--- config.mk ---
export PLATFORM = sky130hd
export DESIGN_NAME = scr_config_regs
export DESIGN_NICKNAME = d
export VERILOG_FILES = /design/src/core/scr_pkg.sv /design/src/core/scr_config_regs.sv
export SDC_FILE = /design/constraint.sdc
export NUM_CORES = 1
export LEC_CHECK = 0
export BUFFER_PORTS_ARGS = -buffer_cell sky130_fd_sc_hd__buf_2
export CORE_MARGIN = 3
export CORE_UTILIZATION = 44
export CTS_CLUSTER_DIAMETER = 120
export DETAILED_ROUTE_END_ITERATION = 7
export GPL_ROUTABILITY_DRIVEN = 0
export GPL_TIMING_DRIVEN = 0
export PLACE_DENSITY = 0.64
export SYNTH_ARGS = -nofsm -noshare
export SYNTH_HDL_FRONTEND = slang
export SYNTH_SLANG_ARGS = --single-unit
export TNS_END_PERCENT = 1
--- constraint.sdc ---
create_clock -name sys_clk -period 3.9 [get_ports sys_clk]
set_input_delay 0.585 -clock sys_clk [delete_from_list [all_inputs] [get_ports sys_clk]]
set_output_delay 0.585 -clock sys_clk [all_outputs]
set_load 0.02 [all_outputs]
--- src/core/scr_pkg.sv ---
// package of constants plus the sticky event flag module for the serial unit config block
`timescale 1ns/1ps
`default_nettype none
package scr_pkg;
  // ------------------------------------------------------------
  // register byte offsets
  // ------------------------------------------------------------
  localparam logic [7:0] OFF_MODE   = 8'h00;
  localparam logic [7:0] OFF_RCFG   = 8'h04;
  localparam logic [7:0] OFF_RCNT   = 8'h08;
  localparam logic [7:0] OFF_TCFG   = 8'h0C;
  localparam logic [7:0] OFF_RXDATA = 8'h10;
  localparam logic [7:0] OFF_TXDATA = 8'h14;
  localparam logic [7:0] OFF_STATUS = 8'h18;
  localparam logic [7:0] OFF_MASK   = 8'h1C;
  // ------------------------------------------------------------
  // field positions, write masks, reset values
  // ------------------------------------------------------------
  localparam int         MODE_PROTO_LSB = 4;
  localparam int         MODE_SUBM_LSB  = 2;
  localparam int         MODE_CLKS_LSB  = 0;
  localparam int         RCFG_SYNC_BIT  = 6;
  localparam int         RCFG_RPOL_BIT  = 5;
  localparam int         RCNT_CRS_LSB   = 5;
  localparam int         TCFG_EN_BIT    = 7;
  localparam int         TCFG_TPOL_BIT  = 5;
  localparam int         CNT_W          = 5;
  localparam logic [7:0] RCFG_WMASK     = 8'h7F;
  localparam logic [7:0] TCFG_WMASK     = 8'hBF;
  localparam logic [7:0] MODE_RST       = 8'h00;
  localparam logic [7:0] RCFG_RST       = 8'h00;
  localparam logic [1:0] CRS_RST        = 2'h0;
  localparam logic [7:0] TCFG_RST       = 8'h00;
  localparam logic [3:0] MASK_RST       = 4'h0;
  // ------------------------------------------------------------
  // codes
  // ------------------------------------------------------------
  localparam logic [3:0] PROTO_OFF  = 4'h0;
  localparam logic [3:0] PROTO_ETH  = 4'h1;
  localparam logic [3:0] PROTO_USB  = 4'h2;
  localparam logic [3:0] PROTO_UART = 4'h3;
  localparam logic [3:0] PROTO_I2C  = 4'h4;
  localparam logic [3:0] PROTO_SPI  = 4'h5;
  localparam logic [1:0] SUBM_USB_LOW  = 2'h1;
  localparam logic [1:0] SUBM_USB_HIGH = 2'h2;
  localparam logic [1:0] CLKS_OFF  = 2'h0;
  localparam logic [1:0] CLKS_RSVD = 2'h1;
  localparam logic [1:0] CLKS_OSC  = 2'h2;
  localparam logic [1:0] CLKS_PLL  = 2'h3;
  localparam logic [1:0] CRS_ON_DETECT = 2'h2;
  localparam logic [1:0] CRS_ON_LOSS   = 2'h3;
  // value arbitrary, a neutral sync pattern
  localparam logic [7:0] SYNC_PATTERN  = 8'hA7;
  // ------------------------------------------------------------
  // event flags and bus
  // ------------------------------------------------------------
  localparam int         EV_RX_DONE   = 0;
  localparam int         EV_TX_DONE   = 1;
  localparam int         EV_CARRIER   = 2;
  localparam int         EV_SYNC      = 3;
  localparam int         EV_W         = 4;
  localparam logic [1:0] RESP_OKAY    = 2'h0;
  localparam logic [1:0] RESP_SLVERR  = 2'h2;
  typedef enum logic [2:0] {
    BUS_IDLE  = 3'b001,
    BUS_WRESP = 3'b010,
    BUS_RRESP = 3'b100
  } scr_bus_st_t;
endpackage : scr_pkg
`default_nettype wire

`default_nettype none
module scr_sticky #(
  parameter int W = 4
) (
  input  wire logic         sys_clk,
  input  wire logic         reset_n,
  input  wire logic         clk_en,
  input  wire logic [W-1:0] set,
  input  wire logic [W-1:0] clr,
  output logic      [W-1:0] q
);
  typedef struct packed {
    logic [W-1:0] flags;
  } scr_sticky_t;

  scr_sticky_t s_q;
  scr_sticky_t s_d;

  // set wins over a clear in the same cycle
  always_comb begin
    s_d       = s_q;
    s_d.flags = (s_q.flags & ~clr) | set;
  end

  always_ff @(posedge sys_clk or negedge reset_n) begin
    if (!reset_n) begin
      s_q <= '0;
    end else if (clk_en) begin
      s_q <= s_d;
    end
  end

  assign q = s_q.flags;
endmodule : scr_sticky
`default_nettype wire

--- src/core/scr_config_regs.sv ---
// serial unit configuration registers with bit counters, axi4-lite slave
// How it works
// RULE1: protocol field picks line protocol, others reserved
// RULE2: usb submode 01 low, 10 high speed
// RULE3: spi submode sets receive and transmit edges
// RULE4: clock source 00 stops, 01 reserved, osc, pll
// RULE5: sync bit 0 enables, 1 disables detection
// RULE6: receive polarity bit inverts received bits
// RULE7: receive count sets bits per received word
// RULE8: actual received bit count readable, write ignored
// RULE9: carrier control 0x none, 10 detect, 11 loss
// RULE10: transmit polarity bit inverts sent bits
// RULE11: transmit count sets bits sent per word
// RULE12: enable bit gates the whole unit; code gates only receive and transmit, carrier events and mode outputs run
//
// Our own choices: the AXI4-Lite register port and the address map.
`timescale 1ns/1ps
`default_nettype none
module scr_config_regs
  import scr_pkg::*;
(
  input  wire logic        sys_clk,
  input  wire logic        reset_n,
  input  wire logic        clk_en,
  input  wire logic [7:0]  s_axi_awaddr,
  input  wire logic [2:0]  s_axi_awprot,
  input  wire logic        s_axi_awvalid,
  output logic             s_axi_awready,
  input  wire logic [31:0] s_axi_wdata,
  input  wire logic [3:0]  s_axi_wstrb,
  input  wire logic        s_axi_wvalid,
  output logic             s_axi_wready,
  output logic [1:0]       s_axi_bresp,
  output logic             s_axi_bvalid,
  input  wire logic        s_axi_bready,
  input  wire logic [7:0]  s_axi_araddr,
  input  wire logic [2:0]  s_axi_arprot,
  input  wire logic        s_axi_arvalid,
  output logic             s_axi_arready,
  output logic [31:0]      s_axi_rdata,
  output logic [1:0]       s_axi_rresp,
  output logic             s_axi_rvalid,
  input  wire logic        s_axi_rready,
  input  wire logic        line_rx_bit,
  input  wire logic        line_rx_strobe,
  input  wire logic        line_carrier,
  input  wire logic        line_tx_strobe,
  output logic             line_tx_bit,
  output logic [3:0]       protocol_select,
  output logic             usb_low_speed,
  output logic             usb_high_speed,
  output logic             spi_rx_rising,
  output logic             spi_tx_rising,
  output logic             clk_run_osc,
  output logic             clk_run_pll,
  output logic             unit_active,
  output logic             irq
);
  // ------------------------------------------------------------
  // state
  // ------------------------------------------------------------
  typedef struct packed {
    scr_bus_st_t st;
    logic        awready;
    logic        wready;
    logic        arready;
    logic        bvalid;
    logic        rvalid;
    logic [1:0]  bresp;
    logic [1:0]  rresp;
    logic [31:0] rdata;
    logic        aw_got;
    logic        w_got;
    logic [7:0]  awaddr;
    logic [31:0] wdata;
    logic [3:0]  wstrb;
    logic [7:0]  mode;
    logic [7:0]  rcfg;
    logic [1:0]  crs_ctrl;
    logic [7:0]  tcfg;
    logic [EV_W-1:0] mask;
    logic [CNT_W-1:0] rx_cnt;
    logic [31:0] rx_shift;
    logic [31:0] rx_data;
    logic        tx_busy;
    logic [CNT_W-1:0] tx_cnt;
    logic [31:0] tx_shift;
    logic        line_tx;
    logic        crs;
    logic        usb_low;
    logic        usb_high;
    logic        spi_rx_r;
    logic        spi_tx_r;
    logic        clk_osc;
    logic        clk_pll;
    logic        active;
    logic        irq;
  } scr_regs_t;

  localparam scr_regs_t REGS_RST = '{
    st: BUS_IDLE, awready: 1'b1, wready: 1'b1, arready: 1'b1,
    bresp: RESP_OKAY, rresp: RESP_OKAY, mode: MODE_RST, rcfg: RCFG_RST,
    crs_ctrl: CRS_RST, tcfg: TCFG_RST, mask: MASK_RST, default: '0
  };

  scr_regs_t s_q;
  scr_regs_t s_d;
  logic [EV_W-1:0] ev_set;
  logic [EV_W-1:0] st_clr;
  logic [EV_W-1:0] flags_q;
  logic            aw_hs;
  logic            w_hs;
  logic            ar_hs;

  assign aw_hs = s_axi_awvalid & s_q.awready;
  assign w_hs  = s_axi_wvalid & s_q.wready;
  assign ar_hs = s_axi_arvalid & s_q.arready;

  scr_sticky #(.W(EV_W)) u_flags (
    .sys_clk (sys_clk),
    .reset_n (reset_n),
    .clk_en  (clk_en),
    .set     (ev_set),
    .clr     (st_clr),
    .q       (flags_q)
  );

  // ------------------------------------------------------------
  // next state
  // ------------------------------------------------------------
  always_comb begin
    logic [31:0] bmask;
    logic [3:0]  proto;
    logic        rbit;
    bmask  = '0;
    proto  = '0;
    rbit   = 1'b0;
    s_d    = s_q;
    ev_set = '0;
    st_clr = '0;
    unique case (s_q.st)
      BUS_IDLE: begin
        if (aw_hs) begin
          s_d.aw_got = 1'b1;
          s_d.awaddr = s_axi_awaddr;
        end
        if (w_hs) begin
          s_d.w_got = 1'b1;
          s_d.wdata = s_axi_wdata;
          s_d.wstrb = s_axi_wstrb;
        end
        if (ar_hs) begin
          s_d.st     = BUS_RRESP;
          s_d.rvalid = 1'b1;
          s_d.rresp  = RESP_OKAY;
          s_d.rdata  = '0;
          case ({s_axi_araddr[7:2], 2'b00})
            OFF_MODE:   s_d.rdata[7:0] = s_q.mode;
            OFF_RCFG:   s_d.rdata[7:0] = s_q.rcfg;
            OFF_RCNT:   s_d.rdata[7:0] = {1'b0, s_q.crs_ctrl, s_q.rx_cnt}; // RULE8
            OFF_TCFG:   s_d.rdata[7:0] = s_q.tcfg;
            OFF_RXDATA: s_d.rdata = s_q.rx_data;
            OFF_TXDATA: s_d.rdata = s_q.tx_shift;
            OFF_STATUS: begin
              s_d.rdata[EV_W:0] = {s_q.crs, flags_q}; // RULE9
              st_clr = '1;
            end
            OFF_MASK:   s_d.rdata[EV_W-1:0] = s_q.mask;
            default:    s_d.rresp = RESP_SLVERR;
          endcase
        end else if (s_d.aw_got && s_d.w_got) begin
          s_d.aw_got = 1'b0;
          s_d.w_got  = 1'b0;
          s_d.st     = BUS_WRESP;
          s_d.bvalid = 1'b1;
          s_d.bresp  = RESP_OKAY;
          for (int i = 0; i < 4; i++) begin
            bmask[i*8 +: 8] = {8{s_d.wstrb[i]}};
          end
          case ({s_d.awaddr[7:2], 2'b00})
            OFF_MODE: if (s_d.wstrb[0]) begin
              s_d.mode = s_d.wdata[7:0];
            end
            OFF_RCFG: if (s_d.wstrb[0]) begin
              s_d.rcfg = s_d.wdata[7:0] & RCFG_WMASK;
            end
            OFF_RCNT: if (s_d.wstrb[0]) begin
              s_d.crs_ctrl = s_d.wdata[RCNT_CRS_LSB +: 2]; // RULE8
            end
            OFF_TCFG: if (s_d.wstrb[0]) begin
              s_d.tcfg = s_d.wdata[7:0] & TCFG_WMASK;
            end
            OFF_TXDATA: if (!s_q.tx_busy) begin
              s_d.tx_shift = s_d.wdata & bmask;
              s_d.tx_busy  = 1'b1;
              s_d.tx_cnt   = '0;
            end
            OFF_MASK: if (s_d.wstrb[0]) begin
              s_d.mask = s_d.wdata[EV_W-1:0];
            end
            OFF_RXDATA, OFF_STATUS: ;
            default: s_d.bresp = RESP_SLVERR;
          endcase
        end
      end
      BUS_WRESP: begin
        if (s_axi_bready) begin
          s_d.bvalid = 1'b0;
          s_d.st     = BUS_IDLE;
        end
      end
      BUS_RRESP: begin
        if (s_axi_rready) begin
          s_d.rvalid = 1'b0;
          s_d.st     = BUS_IDLE;
        end
      end
    endcase
    s_d.awready = (s_d.st == BUS_IDLE) && !s_d.aw_got;
    s_d.wready  = (s_d.st == BUS_IDLE) && !s_d.w_got;
    s_d.arready = (s_d.st == BUS_IDLE);

    // deserializer
    proto = s_q.mode[MODE_PROTO_LSB +: 4];
    if (!s_q.active) begin
      s_d.rx_cnt = '0;
    end else if (line_rx_strobe) begin
      rbit         = line_rx_bit ^ s_q.rcfg[RCFG_RPOL_BIT]; // RULE6
      s_d.rx_shift = {s_q.rx_shift[30:0], rbit};
      if (s_q.rx_cnt == s_q.rcfg[CNT_W-1:0] - 5'h01) begin // RULE7
        s_d.rx_cnt          = '0;
        s_d.rx_data         = s_d.rx_shift;
        ev_set[EV_RX_DONE]  = 1'b1;
      end else begin
        s_d.rx_cnt = s_q.rx_cnt + 5'h01; // RULE8
      end
      if (!s_q.rcfg[RCFG_SYNC_BIT] && (proto == PROTO_ETH || proto == PROTO_USB)
          && s_d.rx_shift[7:0] == SYNC_PATTERN) begin // RULE5
        ev_set[EV_SYNC] = 1'b1;
      end
    end

    // serializer
    if (s_q.active && s_q.tx_busy && line_tx_strobe) begin
      s_d.line_tx  = s_q.tx_shift[0] ^ s_q.tcfg[TCFG_TPOL_BIT]; // RULE10
      s_d.tx_shift = {1'b0, s_q.tx_shift[31:1]};
      if (s_q.tx_cnt == s_q.tcfg[CNT_W-1:0] - 5'h01) begin // RULE11
        s_d.tx_busy        = 1'b0;
        s_d.tx_cnt         = '0;
        ev_set[EV_TX_DONE] = 1'b1;
      end else begin
        s_d.tx_cnt = s_q.tx_cnt + 5'h01;
      end
    end else if (!s_q.tx_busy) begin
      s_d.line_tx = s_q.tcfg[TCFG_TPOL_BIT];
    end

    // carrier sense
    s_d.crs = line_carrier;
    if ((s_q.crs_ctrl == CRS_ON_DETECT && line_carrier && !s_q.crs) ||
        (s_q.crs_ctrl == CRS_ON_LOSS && !line_carrier && s_q.crs)) begin // RULE9
      ev_set[EV_CARRIER] = 1'b1;
    end

    // mode decode from the new register values
    proto        = s_d.mode[MODE_PROTO_LSB +: 4];
    s_d.usb_low  = proto == PROTO_USB && s_d.mode[MODE_SUBM_LSB +: 2] == SUBM_USB_LOW; // RULE2
    s_d.usb_high = proto == PROTO_USB && s_d.mode[MODE_SUBM_LSB +: 2] == SUBM_USB_HIGH; // RULE2
    s_d.spi_rx_r = proto == PROTO_SPI && s_d.mode[MODE_SUBM_LSB];       // RULE3
    s_d.spi_tx_r = proto == PROTO_SPI && !s_d.mode[MODE_SUBM_LSB + 1];  // RULE3
    s_d.clk_osc  = s_d.mode[MODE_CLKS_LSB +: 2] == CLKS_OSC; // RULE4
    s_d.clk_pll  = s_d.mode[MODE_CLKS_LSB +: 2] == CLKS_PLL; // RULE4
    s_d.active   = s_d.tcfg[TCFG_EN_BIT] && proto != PROTO_OFF && proto <= PROTO_SPI
                   && (s_d.clk_osc || s_d.clk_pll); // RULE1 RULE12
    s_d.irq      = |(flags_q & s_q.mask);
  end

  always_ff @(posedge sys_clk or negedge reset_n) begin
    if (!reset_n) begin
      s_q <= REGS_RST;
    end else if (clk_en) begin
      s_q <= s_d;
    end
  end

  // ------------------------------------------------------------
  // outputs
  // ------------------------------------------------------------
  assign s_axi_awready   = s_q.awready;
  assign s_axi_wready    = s_q.wready;
  assign s_axi_arready   = s_q.arready;
  assign s_axi_bvalid    = s_q.bvalid;
  assign s_axi_bresp     = s_q.bresp;
  assign s_axi_rvalid    = s_q.rvalid;
  assign s_axi_rresp     = s_q.rresp;
  assign s_axi_rdata     = s_q.rdata;
  assign line_tx_bit     = s_q.line_tx;
  assign protocol_select = s_q.mode[MODE_PROTO_LSB +: 4];
  assign usb_low_speed   = s_q.usb_low;
  assign usb_high_speed  = s_q.usb_high;
  assign spi_rx_rising   = s_q.spi_rx_r;
  assign spi_tx_rising   = s_q.spi_tx_r;
  assign clk_run_osc     = s_q.clk_osc;
  assign clk_run_pll     = s_q.clk_pll;
  assign unit_active     = s_q.active;
  assign irq             = s_q.irq;
endmodule : scr_config_regs
`default_nettype wire

==> results.py <==
metrics = {
    "clock_network": {
        "cts_max_level": 1,
        "cts_buffers": 26,
        "cts-root-buf": "clkbuf_16",
        "cts_setup_buffers": 0,
        "clkLatencyLatePin_ns": 0.52,
        "cts_sinks": 234,
        "cts_tree": "yes",
        "clkSlewWorstSetupHoldPaths_ns": 0.05,
        "cts_max_path_buffers": 3,
    },
    "yosys": {
        "synth_top_cell_by_area": "dfrtp_1",
        "synth_edf_count": 0,
        "synthDistinctLibCells": 69,
        "ys_ff_latch": 234,
        "ys_top_cells_by_area": "dfrtp_1 51%, mux2_2 11%, o21ai_0 4.8%",
        "synth.most_common_cell": "dfrtp_1",
        "synth_commonest_cells": "230 x dfrtp_1, 121 x nand2_1, 115 x mux2_2",
        "avgSynthCellArea_um2": 10.9,
        "synthAdderAreaFrac": 0.00444,
        "ys.flop_type": "dfrtp_1",
        "netlist_area_um2": 11300,
        "synth_warnings": 0,
        "synthMuxAreaShare": 0.168,
        "synth_top_area_share": 0.511,
        "seq_area_frac_synth": 0.520,
        "synth-compound-area-share": 0.127,
        "synthSimpleGateAreaFrac": 0.115,
        "synth-xor-area-share": 0.0109,
        "synth_top_family_by_area": "multiplexers",
        "syn_inst": 1036,
        "ys_async_sr_fraction": 1.00,
    },
    "finish": {
        "post_route_cells_drive_above_1_share": 0.283,
        "instances_no_fill": 1512,
        "diodes": 0,
        "area_growth_pct": 15.8,
        "num-nets-final": 1251,
    },
    "power": {
        "p_per_area_nw_per_um2": 542,
        "peakVddDrop_mv": 0.382,
        "power.total_uw": 7070,
        "p_leak_uw": 0.00611,
    },
    "placement": {
        "hpwl_um": 21200,
        "pre_cts_slack_ns": 0.657,
        "post-place-cells": 1472,
        "portBuffers": 109,
    },
    "min_path": {
        "hold_path.class": "input port to flop",
    },
    "die": {
        "initial_core_util": 0.455,
        "ios": 124,
        "design.core.area_um2": 24700,
        "rows": 57,
        "die_y_um": 166,
        "die_w_um": 166,
        "die_area_um2": 27600,
    },
    "flow_run": {
        "max-cap-violations": 0,
    },
    "worst_setup_path": {
        "critical-path-top-delay-family": "compound AO/OA/AOI/OAI gates",
        "path_buf_inv": 0,
        "start_kind": "flop",
        "arrival_ns": 3.53,
        "cp_slowest_cell": "a211oi_1",
        "path_max_fanout": 8,
        "cp-end-kind": "flop",
        "worstPathRequired_ns": 4.35,
        "crit_chain": "nor3b_4 > o2111ai_4 > a211oi_1 > nand3_1 > o21ai_0 > mux2_2",
        "cpPeakStageDelay_ns": 0.78,
        "path_class": "flop to flop",
    },
    "routing": {
        "initialDrtViolationCount": 578,
        "ant_nets": 0,
        "dr.pass1.iters": 5,
        "vias_per_cell": 5.61,
        "num_vias": 8488,
        "remaining_drc_errors": 0,
        "drt-total-wl_um": 29100,
        "wl_per_cell_um": 19.3,
    },
    "sta": {
        "fin_skew_ns": 0.0132,
        "max_slew_margin": 0.124,
        "timing.fmax_mhz": 324,
        "worst_slack_ns": 0.817,
        "fin_crit_sh": 0.791,
        "tightest_slew_ns": 1.30,
        "grt_setup_unrepaired": "no",
        "hold_violations": 0,
        "fin_crit_ns": 3.08,
        "timing.hold.ws_ns": 0.315,
        "setup_violations": 0,
        "slew_violations": 0,
        "setup_tns_ns": 0,
    },
    "grt": {
        "grt_pass1_wl_um": 46800,
        "grt_overflow": 0,
        "grt_max_degree": 98,
        "grt_pass1_vias": 8539,
        "antenna_found_initial": 0,
        "grt_use_total": 0.208,
    },
    "status": {
        "outcome": "completed",
    },
}
## placed cells by master, fill, tap and decap left out, types with 7 or more instances in the layout
master and n:
o21ai_0 108, clkbuf_16 27, buf_2 120, nand2_1 121, nand2b_1 8, o31ai_1 7
a31oi_1 9, a221oi_1 27, dfrtp_1 230, mux4_2 8, nor2_1 80, a21oi_1 28
mux2i_1 41, mux2_2 115, clkbuf_1 40, nor3_1 8, nand3_1 20, xnor2_1 8
buf_4 43, inv_1 20
## power breakdown
group	internal [uW]	switching [uW]	total [uW]
Clock	1300	920	2220
Sequential	2790	228	3020
Combinational	741	1090	1830
## per-layer routing
| metal | share of wire | GRT usage | vias up |
|---|---|---|---|
| li1 | - | - | 3952 |
| met1 | 0.46 | 0.299 | 4256 |
| met2 | 0.46 | 0.337 | 239 |
| met3 | 0.057 | 0.0328 | 41 |
| met4 | 0.018 | 0.0445 | 0 |
| met5 | 0 | 0 | - |
## registers in the layout (all words and copies together) (netlist names), 4 cells and up
register         count
u_flags.q            4
s_q                178
protocol_select      4
s_axi_rdata         32
## layout make-up
type	instances	area, um2
buffer	93	533
clock buffer	37	743
fill	2174	11700
sequential	234	5860
tap	324	405
inverter	21	78.8
multi-input combinational	689	4800
clock inverter	2	10.0
timing repair buffer	112	621
## repair_timing
action                                 4_1_cts  5_1_grt
resized for setup                            0        0
endpoints found under the hold margin       43        0
hold buffers                                 1        0
## stage by stage
| stage | utilization | instance area, um2 |
|---|---|---|
| final | 0.527 | 13100 |
| after global routing | 0.527 | 13100 |
| after CTS | 0.527 | 13100 |
| after detailed placement | 0.497 | 12300 |
| after global placement | 0.494 | 12200 |
| after floorplan | - | 11300 |
## cells by family (layout without fill, tap and decap cells)
group | after synthesis | in the layout
other | 1 | 2
AND/OR/NAND/NOR | 278 | 278
buffers and inverters | 114 | 265
adder cells (fa/ha/maj) | 4 | 4
multiplexers | 165 | 165
AO/OA/AOI/OAI | 226 | 226
XOR/XNOR | 14 | 14
flip-flops | 234 | 234
## worst paths after layout
kind	startpoint	end	slack, ns	depth (start not counted)
max in group asynchronous	reset_n	s_q[28]	2.11	4
worst min register to register	s_axi_rdata[7]	s_axi_rdata[7]	0.47	2
worst max register to register	s_q[234]	s_q[26]	0.82	6
min in group asynchronous	reset_n	s_q[115]	0.56	2
worst min-delay path	s_axi_awaddr[7]	s_q[190]	0.31	2
worst max-delay path	s_q[234]	s_q[26]	0.82	6
Power figures use the tool's default switching activity.
